## config.mk

```make
export PLATFORM = sky130hd
export DESIGN_NAME = dap_core
export DESIGN_NICKNAME = d
export VERILOG_FILES = /design/src/design/dap_pkg.sv /design/src/design/dap_core.sv /design/src/design/dap_mclk_gen.sv
export VERILOG_INCLUDE_DIRS = /design/src /design/src/design
export SDC_FILE = /design/constraint.sdc
export NUM_CORES = 1
export LEC_CHECK = 0
export ABC_AREA = 1
export BUFFER_PORTS_ARGS = -buffer_cell sky130_fd_sc_hd__buf_2
export CAP_MARGIN = 10
export CORE_ASPECT_RATIO = 0.75
export CORE_UTILIZATION = 57
export CTS_CLUSTER_SIZE = 25
export DETAILED_ROUTE_END_ITERATION = 16
export PLACE_DENSITY_LB_ADDON = 0.25
export SYNTH_ARGS = -nofsm -noshare
export SYNTH_HDL_FRONTEND = slang
export SYNTH_SLANG_ARGS = --single-unit
```

## constraint.sdc

```tcl
create_clock -name clk -period 5.9 [get_ports clk]
set_input_delay 1.475 -clock clk [delete_from_list [all_inputs] [get_ports clk]]
set_output_delay 1.475 -clock clk [all_outputs]
set_load 0.03 [all_outputs]
```

## src/design/dap_defines.svh

```systemverilog
`ifndef DAP_DEFINES_SVH
`define DAP_DEFINES_SVH

// ****************************************
// register offsets
// ****************************************
`define DAP_OFS_LINK_PIN0     8'h1D
`define DAP_OFS_LINK_PIN1_2   8'h1E
`define DAP_OFS_LINK_PIN3     8'h1F
`define DAP_OFS_REG_PIN5_6    8'h20
`define DAP_OFS_REG_PIN7_8    8'h21
`define DAP_OFS_AUDIO_PLL     8'h2B
`define DAP_OFS_MCLK_SEL      8'h3A
`define DAP_OFS_LEVELS_LOW    8'h6E
`define DAP_OFS_LEVELS_HIGH   8'h6F

// ****************************************
// reset values
// ****************************************
`define DAP_RST_PIN_CFG       8'h00
`define DAP_RST_AUDIO_PLL     8'h00
`define DAP_RST_MCLK_SEL      8'h00

// ****************************************
// pin nibble codes
// ****************************************
`define DAP_NIB_FWD           4'h5
`define DAP_NIB_INPUT         4'h3
`define DAP_NIB_OUT_LOW       4'h1
`define DAP_NIB_OUT_HIGH      4'h9

// ****************************************
// field positions
// ****************************************
`define DAP_PLL_OFF_BIT       7
`define DAP_AUD_CFG_OFF_BIT   0
`define DAP_TWO_LINE_BIT      1
`define DAP_RPT_PINS_BIT      2
`define DAP_DIV_OVR_BIT       7
`define DAP_DIV_MSB           6
`define DAP_DIV_LSB           4

// ****************************************
// timing: bit clock period bands for the divider base
// ****************************************
`define DAP_CLK_MHZ           100
`define DAP_BAND0_MHZ         2
`define DAP_BAND1_MHZ         4
`define DAP_BAND2_MHZ         8
`define DAP_BAND0_CYC         (`DAP_CLK_MHZ / `DAP_BAND0_MHZ)
`define DAP_BAND1_CYC         (`DAP_CLK_MHZ / `DAP_BAND1_MHZ)
`define DAP_BAND2_CYC         (`DAP_CLK_MHZ / `DAP_BAND2_MHZ)

`endif

```

## src/design/dap_pkg.sv

```systemverilog
package dap_pkg;

   // pad function decoded from a config nibble
   typedef enum logic [2:0]
   {
      DAP_PM_OFF  = 3'b000,
      DAP_PM_FWD  = 3'b001,
      DAP_PM_IN   = 3'b010,
      DAP_PM_LOW  = 3'b011,
      DAP_PM_HIGH = 3'b100
   } dap_pin_mode_e;

   // one serial audio bundle: bit clock, word select, four data lines
   typedef struct packed
   {
      logic       bclk;
      logic       wsel;
      logic [3:0] data;
   } dap_audio_s;

   // register request and answer
   typedef struct packed
   {
      logic       valid;
      logic       write;
      logic [7:0] addr;
      logic [7:0] wdata;
   } dap_reg_req_s;

   typedef struct packed
   {
      logic       ack;
      logic [7:0] rdata;
   } dap_reg_rsp_s;

endpackage

```

## src/design/dap_core.sv

```systemverilog
// Notes on behaviour
// - four link pins mirror remote or feed back
// - nibble 5 forward output, 3 back input
// - link pin levels readable; local output possible
// - nibble 1 low, 9 high, 3 input
// - pins five to eight register driven; 7,8 carry audio when off
// - register pin mode overrides shared audio pad
// - local and control channel both reach registers
// - register pins never cross the link
// - four data lines, word select splits channels
// - no audio in backward compatible mode
// - older partner: A at 24-bit, AB at 18-bit
// - data island transport taken from serializer
// - audio config off: frame transport, line A only
// - four lines only island with newer partner
// - two-line mode written explicitly per device
// - repeater may regenerate from audio input pins
// - master clock off with PLL off; default x2
// - divider codes for 16-bit words
// - divider codes for 24-bit words
//
`timescale 1ns/100ps
`include "dap_defines.svh"

module dap_core
#(
   parameter int CNT_W = 8
)
(
   // clock and reset
   input  wire logic                  clk,
   input  wire logic                  rst_n,
   // local register port
   input  wire dap_pkg::dap_reg_req_s loc_req,
   output dap_pkg::dap_reg_rsp_s      loc_rsp,
   // control channel register port
   input  wire dap_pkg::dap_reg_req_s rem_req,
   output dap_pkg::dap_reg_rsp_s      rem_rsp,
   // link side pin state
   input  wire logic [3:0]            fwd_pin_state,
   output logic [3:0]                 back_pin_level,
   // audio sources
   input  wire dap_pkg::dap_audio_s   audio_island,
   input  wire dap_pkg::dap_audio_s   audio_frame,
   input  wire dap_pkg::dap_audio_s   audio_rpt_in,
   // mode straps from the link and pins
   input  wire logic                  island_mode,
   input  wire logic                  backward_compat_mode,
   input  wire logic                  partner_surround,
   input  wire logic                  video_18bit,
   // link pin pads 0..3 (2,3 carry audio data c,d)
   input  wire logic [3:0]            link_pad_in,
   output logic [3:0]                 link_pad_out,
   output logic [3:0]                 link_pad_oe,
   // register pin pads 5..8 (7,8 carry word select, bit clock)
   input  wire logic [3:0]            reg_pad_in,
   output logic [3:0]                 reg_pad_out,
   output logic [3:0]                 reg_pad_oe,
   // dedicated audio outputs
   output logic                       audio_data_a,
   output logic                       audio_data_b,
   output logic                       master_clock
);
   import dap_pkg::*;

   // ****************************************
   // input synchronisers
   // ****************************************
   localparam int SW = 34;

   logic [SW-1:0] sync1_ff;
   logic [SW-1:0] sync2_ff;
   logic [3:0]    fwd_s;
   logic [3:0]    link_in_s;
   logic [3:0]    reg_in_s;
   dap_audio_s    island_s;
   dap_audio_s    frame_s;
   dap_audio_s    rpt_s;
   logic          island_s_mode;
   logic          backward_compat_mode_s;
   logic          surround_s;
   logic          v18_s;

   // every pin and link level crosses two flops before use
   always_ff @(posedge clk)
   begin
      if (!rst_n)
      begin
         sync1_ff <= '0;
         sync2_ff <= '0;
      end
      else
      begin
         sync1_ff <= {fwd_pin_state, link_pad_in, reg_pad_in, audio_island, audio_frame, audio_rpt_in,
                      island_mode, backward_compat_mode, partner_surround, video_18bit};
         sync2_ff <= sync1_ff;
      end
   end

   assign {fwd_s, link_in_s, reg_in_s, island_s, frame_s, rpt_s,
           island_s_mode, backward_compat_mode_s, surround_s, v18_s} = sync2_ff;

   // ****************************************
   // register file
   // ****************************************
   logic [7:0]   pin_cfg_ff [5];
   logic [7:0]   pll_ctl_ff;
   logic [7:0]   mclk_sel_ff;
   logic         loc_ack_ff;
   logic         rem_ack_ff;
   logic [7:0]   loc_rdata_ff;
   logic [7:0]   rem_rdata_ff;
   logic         loc_take;
   logic         rem_take;
   dap_reg_req_s req;
   logic [7:0]   levels_low;
   logic [7:0]   levels_high;
   logic [3:0]   link_level;
   logic [3:0]   reg_level;

   // local wins a same-cycle clash; the control channel simply waits
   assign loc_take = loc_req.valid & ~loc_ack_ff;
   assign rem_take = rem_req.valid & ~rem_ack_ff & ~loc_take;
   assign req      = loc_take ? loc_req : rem_req;

   assign levels_low  = {reg_level[2:0], 1'b0, link_level};
   assign levels_high = {7'b000_0000, reg_level[3]};

   // read decode shared by both ports; unmapped reads give zero
   function automatic logic [7:0] read_mux(input logic [7:0] addr);
      logic [7:0] v;
      v = 8'h00;
      case (addr)
         `DAP_OFS_LINK_PIN0:   v = pin_cfg_ff[0];
         `DAP_OFS_LINK_PIN1_2: v = pin_cfg_ff[1];
         `DAP_OFS_LINK_PIN3:   v = pin_cfg_ff[2];
         `DAP_OFS_REG_PIN5_6:  v = pin_cfg_ff[3];
         `DAP_OFS_REG_PIN7_8:  v = pin_cfg_ff[4];
         `DAP_OFS_AUDIO_PLL:   v = pll_ctl_ff;
         `DAP_OFS_MCLK_SEL:    v = mclk_sel_ff;
         `DAP_OFS_LEVELS_LOW:  v = levels_low;
         `DAP_OFS_LEVELS_HIGH: v = levels_high;
         default:              v = 8'h00;
      endcase
      return v;
   endfunction

   // writes from whichever port was taken; read-only and unmapped ignored
   always_ff @(posedge clk)
   begin
      if (!rst_n)
      begin
         for (int k = 0; k < 5; k++)
            pin_cfg_ff[k] <= `DAP_RST_PIN_CFG;
         pll_ctl_ff  <= `DAP_RST_AUDIO_PLL;
         mclk_sel_ff <= `DAP_RST_MCLK_SEL;
      end
      else if ((loc_take | rem_take) && req.write)
      begin
         case (req.addr)
            `DAP_OFS_LINK_PIN0:   pin_cfg_ff[0] <= req.wdata;
            `DAP_OFS_LINK_PIN1_2: pin_cfg_ff[1] <= req.wdata;
            `DAP_OFS_LINK_PIN3:   pin_cfg_ff[2] <= req.wdata;
            `DAP_OFS_REG_PIN5_6:  pin_cfg_ff[3] <= req.wdata;
            `DAP_OFS_REG_PIN7_8:  pin_cfg_ff[4] <= req.wdata;
            `DAP_OFS_AUDIO_PLL:   pll_ctl_ff    <= req.wdata;
            `DAP_OFS_MCLK_SEL:    mclk_sel_ff   <= req.wdata;
            default:              pll_ctl_ff    <= pll_ctl_ff;
         endcase
      end
   end

   // answers come one cycle after the take and stand one cycle
   always_ff @(posedge clk)
   begin
      if (!rst_n)
      begin
         loc_ack_ff   <= 1'b0;
         rem_ack_ff   <= 1'b0;
         loc_rdata_ff <= 8'h00;
         rem_rdata_ff <= 8'h00;
      end
      else
      begin
         loc_ack_ff   <= loc_take;
         rem_ack_ff   <= rem_take;
         loc_rdata_ff <= (loc_take && !req.write) ? read_mux(req.addr) : 8'h00;
         rem_rdata_ff <= (rem_take && !req.write) ? read_mux(req.addr) : 8'h00;
      end
   end

   assign loc_rsp = '{ack: loc_ack_ff, rdata: loc_rdata_ff};
   assign rem_rsp = '{ack: rem_ack_ff, rdata: rem_rdata_ff};

   // ****************************************
   // audio routing
   // ****************************************
   dap_audio_s src;
   logic       island_eff;
   logic [3:0] line_en;
   logic       audio_on;

   // software turning audio config off falls back to frame transport
   assign island_eff = island_s_mode & ~pll_ctl_ff[`DAP_AUD_CFG_OFF_BIT];
   assign audio_on   = ~backward_compat_mode_s;
   assign src        = pll_ctl_ff[`DAP_RPT_PINS_BIT] ? rpt_s :
                       (island_eff ? island_s : frame_s);

   // lines that may carry audio for this partner and transport
   always_comb
   begin
      if (!audio_on)
         line_en = 4'b0000;
      else if (!island_eff)
         line_en = 4'b0001;
      else if (surround_s && !pll_ctl_ff[`DAP_TWO_LINE_BIT])
         line_en = 4'b1111;
      else if (surround_s)
         line_en = 4'b0011;
      else
         line_en = v18_s ? 4'b0011 : 4'b0001;
   end

   // ****************************************
   // pin control
   // ****************************************
   logic [3:0] reg_nib [4];
   logic [3:0] link_out_ff;
   logic [3:0] link_oe_ff;
   logic [3:0] reg_out_ff;
   logic [3:0] reg_oe_ff;
   logic [3:0] back_ff;
   logic [3:0] shared_reg_audio;

   // forward mode only exists on link pins; on register pins it is off
   function automatic dap_pin_mode_e pin_mode(input logic [3:0] nib, input logic is_link);
      dap_pin_mode_e m;
      m = DAP_PM_OFF;
      case (nib)
         `DAP_NIB_FWD:      m = is_link ? DAP_PM_FWD : DAP_PM_OFF;
         `DAP_NIB_INPUT:    m = DAP_PM_IN;
         `DAP_NIB_OUT_LOW:  m = DAP_PM_LOW;
         `DAP_NIB_OUT_HIGH: m = DAP_PM_HIGH;
         default:           m = DAP_PM_OFF;
      endcase
      return m;
   endfunction

   assign reg_nib[0]         = pin_cfg_ff[3][3:0];
   assign reg_nib[1]         = pin_cfg_ff[3][7:4];
   assign reg_nib[2]         = pin_cfg_ff[4][3:0];
   assign reg_nib[3]         = pin_cfg_ff[4][7:4];
   assign shared_reg_audio   = {src.bclk, src.wsel, 2'b00};
   assign link_level         = link_in_s;
   assign reg_level          = reg_in_s;

   generate
      for (genvar i = 0; i < 4; i++)
      begin : g_pin
         logic [3:0]    lnib;
         dap_pin_mode_e lmode;
         dap_pin_mode_e rmode;
         logic          laud;
         logic          raud;

         assign lnib  = (i == 0) ? pin_cfg_ff[0][3:0] : (i == 1) ? pin_cfg_ff[1][3:0] :
                        (i == 2) ? pin_cfg_ff[1][7:4] : pin_cfg_ff[2][3:0];
         assign lmode = pin_mode(lnib, 1'b1);
         assign rmode = pin_mode(reg_nib[i], 1'b0);
         // pads 2,3 double as audio data c,d; pads 7,8 as word select, bit clock
         assign laud  = (i >= 2) && line_en[i];
         assign raud  = (i >= 2) && audio_on;

         // link pins: mirror the remote side, drive locally, or float as input
         always_ff @(posedge clk)
         begin
            if (!rst_n)
            begin
               link_out_ff[i] <= 1'b0;
               link_oe_ff[i]  <= 1'b0;
               back_ff[i]     <= 1'b0;
            end
            else
            begin
               back_ff[i] <= (lmode == DAP_PM_IN) ? link_in_s[i] : 1'b0;
               case (lmode)
                  DAP_PM_FWD:  begin link_out_ff[i] <= fwd_s[i]; link_oe_ff[i] <= 1'b1; end
                  DAP_PM_LOW:  begin link_out_ff[i] <= 1'b0;     link_oe_ff[i] <= 1'b1; end
                  DAP_PM_HIGH: begin link_out_ff[i] <= 1'b1;     link_oe_ff[i] <= 1'b1; end
                  DAP_PM_IN:   begin link_out_ff[i] <= 1'b0;     link_oe_ff[i] <= 1'b0; end
                  default:
                  begin
                     link_out_ff[i] <= laud & src.data[i];
                     link_oe_ff[i]  <= laud;
                  end
               endcase
            end
         end

         // register pins: register mode beats the shared audio function
         always_ff @(posedge clk)
         begin
            if (!rst_n)
            begin
               reg_out_ff[i] <= 1'b0;
               reg_oe_ff[i]  <= 1'b0;
            end
            else
            begin
               case (rmode)
                  DAP_PM_LOW:  begin reg_out_ff[i] <= 1'b0; reg_oe_ff[i] <= 1'b1; end
                  DAP_PM_HIGH: begin reg_out_ff[i] <= 1'b1; reg_oe_ff[i] <= 1'b1; end
                  DAP_PM_IN:   begin reg_out_ff[i] <= 1'b0; reg_oe_ff[i] <= 1'b0; end
                  default:
                  begin
                     reg_out_ff[i] <= raud & shared_reg_audio[i];
                     reg_oe_ff[i]  <= raud;
                  end
               endcase
            end
         end
      end
   endgenerate

   assign link_pad_out   = link_out_ff;
   assign link_pad_oe    = link_oe_ff;
   assign reg_pad_out    = reg_out_ff;
   assign reg_pad_oe     = reg_oe_ff;
   assign back_pin_level = back_ff;

   // ****************************************
   // dedicated audio lines
   // ****************************************
   logic da_ff;
   logic db_ff;

   always_ff @(posedge clk)
   begin
      if (!rst_n)
      begin
         da_ff <= 1'b0;
         db_ff <= 1'b0;
      end
      else
      begin
         da_ff <= line_en[0] & src.data[0];
         db_ff <= line_en[1] & src.data[1];
      end
   end

   assign audio_data_a = da_ff;
   assign audio_data_b = db_ff;

   // ****************************************
   // master clock
   // ****************************************
   logic [CNT_W-1:0] bclk_period;
   logic [2:0]       div_code;
   logic [2:0]       base;
   logic [1:0]       ratio;
   logic             mclk_en;

   // the divider code is relative to a base that grows with bit clock rate
   assign base = (bclk_period > CNT_W'(`DAP_BAND0_CYC)) ? 3'd0 :
                 (bclk_period > CNT_W'(`DAP_BAND1_CYC)) ? 3'd1 :
                 (bclk_period > CNT_W'(`DAP_BAND2_CYC)) ? 3'd2 : 3'd3;
   assign div_code = mclk_sel_ff[`DAP_DIV_MSB:`DAP_DIV_LSB];
   assign ratio = !mclk_sel_ff[`DAP_DIV_OVR_BIT] ? 2'd1 :
                  (div_code <= base)            ? 2'd0 :
                  ((div_code - base) >= 3'd2)   ? 2'd2 : 2'(div_code - base);
   // PLL off means no master clock; the PLL would not lock below 1 MHz anyway
   assign mclk_en = audio_on & ~pll_ctl_ff[`DAP_PLL_OFF_BIT];

   dap_mclk_gen #(.CNT_W(CNT_W)) u_mclk
   (
      .clk    (clk),
      .rst_n  (rst_n),
      .bclk   (src.bclk),
      .enable (mclk_en),
      .ratio  (ratio),
      .mclk   (master_clock),
      .period (bclk_period)
   );

endmodule

```

## src/design/dap_mclk_gen.sv

```systemverilog
`timescale 1ns/100ps

module dap_mclk_gen
#(
   parameter int CNT_W = 8
)
(
   // clock and reset
   input  wire logic             clk,
   input  wire logic             rst_n,
   // control
   input  wire logic             bclk,
   input  wire logic             enable,
   input  wire logic [1:0]       ratio,
   // results
   output logic                  mclk,
   output logic [CNT_W-1:0]      period
);
   logic             bclk_prev_ff;
   logic [CNT_W-1:0] per_cnt_ff;
   logic [CNT_W-1:0] period_ff;
   logic [CNT_W-1:0] tick_cnt_ff;
   logic             mclk_ff;
   logic             rise;
   logic [CNT_W-1:0] interval;

   assign rise   = bclk & ~bclk_prev_ff;
   assign mclk   = mclk_ff;
   assign period = period_ff;
   // half period of the wanted clock; never below one cycle
   assign interval = ((period_ff >> (ratio + 2'd1)) == '0) ? CNT_W'(1) : (period_ff >> (ratio + 2'd1));

   // measure the bit clock period in system cycles, saturating
   always_ff @(posedge clk)
   begin
      if (!rst_n)
      begin
         bclk_prev_ff <= 1'b0;
         per_cnt_ff   <= '0;
         period_ff    <= '0;
      end
      else
      begin
         bclk_prev_ff <= bclk;
         if (rise)
         begin
            per_cnt_ff <= CNT_W'(1);
            period_ff  <= per_cnt_ff;
         end
         else if (per_cnt_ff != '1)
            per_cnt_ff <= per_cnt_ff + CNT_W'(1);
      end
   end

   // phase-aligned to each bit clock rise so drift never accumulates
   always_ff @(posedge clk)
   begin
      if (!rst_n)
      begin
         mclk_ff     <= 1'b0;
         tick_cnt_ff <= '0;
      end
      else if (!enable)
      begin
         mclk_ff     <= 1'b0;
         tick_cnt_ff <= '0;
      end
      else if (ratio == 2'd0)
         mclk_ff <= bclk;
      else if (rise)
      begin
         mclk_ff     <= 1'b1;
         tick_cnt_ff <= CNT_W'(1);
      end
      else if (tick_cnt_ff >= interval)
      begin
         mclk_ff     <= ~mclk_ff;
         tick_cnt_ff <= CNT_W'(1);
      end
      else
         tick_cnt_ff <= tick_cnt_ff + CNT_W'(1);
   end

endmodule

```

==> metrics.yaml <==
clock_skew_ns: 0.01264
grt.met2_usage_pct: 38.54
ys_seq_area_share_pct: 52.85
start_util_pct: 59.33
hold_path_depth: 2
dieHeight_um: 103.3
worst-path-max-fanout: 11
synth_fp_nets: 1050
synthXorXnorAreaFrac_pct: 0.8979
cts_resized: 0
status: "complete, no violations"
crit_top_cell: "nand2_1"
hpwl_um: 12700
vias_per_cell: 5.207
utilization_pct: 68.34
cts_setup_buffers: 0
die_w_um: 137.1
synth_most_common_cell: "nand2_1"
synth_mux_area_share_pct: 0
reg2regPathDepth: 29
cts_max_level: 4
fin_nets: 1152
grt_use_met3_pct: 8.090
synth_area_leaders: "dfxtp_1 (37%), edfxtp_1 (15%), nand2_1 (12%)"
drtPass1Iterations: 5
cts_tree: "yes"
ctsLongestPathBuffers: 2
regArea_mm2: 0.004124
antenna_found_initial: 0
critical_path_arrival_ns: 5.32
vias: 6509
hp-class: "reg -> reg"
num_io_pins: 113
yosys.area_share.simple_pct: 24.40
seqPwrFrac_pct: 50.7
ys_types: 44
ir_drop_mv: 0.2066
synth_area_mm2: 0.007804
wl_per_cell_um: 14.16
dieArea_mm2: 0.01417
clkLatencyLatePin_ns: 0.43
crit_required_ns: 6.26
powerDensity_mw_per_mm2: 299.3
slew_viol_final: 0
p_leak_nw: 4.446
rsz0062_at_grt: "no"
grt_usage_pct: 26.75
crit_type: "reg -> reg"
drc: 0
synthFlopType: "dfxtp_1"
synth_commonest_cells: "nand2_1 (248), dfxtp_1 (146), inv_1 (144)"
busiest_layer: "met1"
numCtsBuffers: 17
finalWirelength_um: 17700
grt_max_degree: 48
relSlewSlack_pct: 13.98
grt_pass1_wl_um: 28430
cap_violations: 0
io_buffers: 110
synth_cells: 964
core_area_mm2: 0.01315
grt_use_met1_pct: 38.74
cts_sinks: 186
p_comb_share_pct: 8.4
cts-root-buf: "clkbuf_16"
synth_largest_area_cell: "dfxtp_1"
holdBufCountCts: 0
setup_violations: 0
worst_slew_pin_slew_ns: 1.277
syn_area_per_cell_um2: 8.095
yosys_register_bits: 186
rows: 36
clock.fmax_mhz: 201.4
grt_pass1_vias: 5710
place_ws_ns: 1.201
cts.clk_slew.worst_paths_ns: 0.07
power_switching_share_pct: 26.44
multiInputGateArea_mm2: 0.002927
synthAdderAreaFrac_pct: 2.341
period_share_pct: 84.15
place_congestion: 0.9250
drive_gt1_share_pct: 18.26
critPathLaunchType: "flip-flop"
grt-ovfl-total: 0
yosysWarnings: 0
end_kind: "flip-flop"
p_sw_w: 0.0007111
fillers: 1084
synth_edf_count: 40
critPathSlowestCell: "ha_1"
setup_ws_ns: 0.9353
synth_compound_area_share_pct: 9.861
finalCriticalPeriod_ns: 4.965
intPower_w: 0.001979
tns_ns: 0
synth_top_area_share_pct: 37.45
async_flop_share_pct: 0
areaGrowthSynthToFinish_pct: 15.18
hold_viol: 0
drt_iter0_drc: 775
clkPwrFrac_pct: 40.9
diodes: 0
ant_nets: 0
max_stage_delay_ns: 0.42
synth_top_family_by_area: "simple AND/OR/NAND/NOR gates"
power by group through the flow:
| stage | Clock (W) | Combinational (W) | Sequential, W |
|---|---|---|---|
| floorplan | 0 | 0.000150 | 0.00140 |
| global placement | 0 | 0.000217 | 0.00139 |
| detailed placement | 0 | 0.000223 | 0.00139 |
| CTS | 0.00111 | 0.000225 | 0.00136 |
| global route | 0.00117 | 0.000259 | 0.00137 |
| finish | 0.00110 | 0.000226 | 0.00136 |
worst max-delay path, delay by kind of cell, from the launching register on:
family / cells / cell delay, ns
simple gates: 15 / 2.12
compound gates: 5 / 0.83
fa+ha+maj: 4 / 1.15
buf+inv: 5 / 0.44
flops: 1 / 0.33
routing by layer:
metal	vias to the layer above	share of wire, %
met5	-	0
met4	0	1.8
met3	34	11
met2	332	40
met1	2877	47
li1	3266	-
placed cells by master, fill, tap and decap left out, types with 6 or more instances in the layout:
| cell | netlist | final |
|---|---|---|
| a21oi_1 | 64 | 64 |
| buf_2 | 4 | 110 |
| clkbuf_16 | 0 | 17 |
| dfxtp_1 | 146 | 146 |
| edfxtp_1 | 40 | 40 |
| ha_1 | 13 | 13 |
| inv_1 | 144 | 144 |
| nand2_1 | 248 | 248 |
| nand2_2 | 14 | 14 |
| nand3_1 | 62 | 62 |
| nand4_1 | 7 | 7 |
| nor2_1 | 63 | 63 |
| nor3_1 | 8 | 8 |
| nor4_1 | 6 | 6 |
| o21ai_0 | 41 | 41 |
| o21ai_1 | 8 | 8 |
| o21ai_2 | 7 | 7 |
| or2_2 | 10 | 10 |
registers in the layout, summed over array words and instances (netlist names), 4 cells and up:
register / count
pin_cfg_ff: 40
sync1_ff: 32
sync2_ff: 32
loc_rdata_ff: 8
mclk_sel_ff: 8
pll_ctl_ff: 8
rem_rdata_ff: 8
u_mclk.per_cnt_ff: 8
u_mclk.period: 8
u_mclk.tick_cnt_ff: 8
back_pin_level: 4
link_pad_oe: 4
link_pad_out: 4
reg_pad_oe: 4
reg_pad_out: 4
cell type report:
class	instances	area share [%]
multi-input combinational	596	32.56
sequential	186	45.88
timing repair buffer	113	6.375
clock inverter	15	1.670
inverter	152	6.403
tap	171	2.380
clock buffer	17	4.733
path summary, 6_finish.rpt:
check	startpoint	endpoint	slack, ns
setup / recovery	u_mclk.period[1]	u_mclk.tick_cnt_ff[1]	0.94
hold reg to reg	sync1_ff[26]	sync2_ff[26]	0.41
hold / removal	sync1_ff[26]	sync2_ff[26]	0.41
setup reg to reg	u_mclk.period[1]	u_mclk.tick_cnt_ff[1]	0.94
through the flow:
step | hold WS (ns) | instance area (um^2) | total power [W] | std cells
floorplan | 0.3905 | 7804 | 0.001547 | 964
global placement | 0.3940 | 8413 | 0.001608 | 1218
detailed placement | 0.3954 | 8413 | 0.001614 | 1218
CTS | 0.4139 | 8989 | 0.002695 | 1250
global route | 0.4359 | 8989 | 0.002792 | 1250
finish | 0.4136 | 8989 | 0.002690 | 1250
cells by family after synthesis:
logic type	count (synthesis)
AO/OA/AOI/OAI	139
XOR/XNOR	8
adder cells (fa/ha/maj)	14
buffers and inverters	182
flip-flops	186
AND/OR/NAND/NOR	435
No activity file was read; power rests on OpenSTA's default activity.
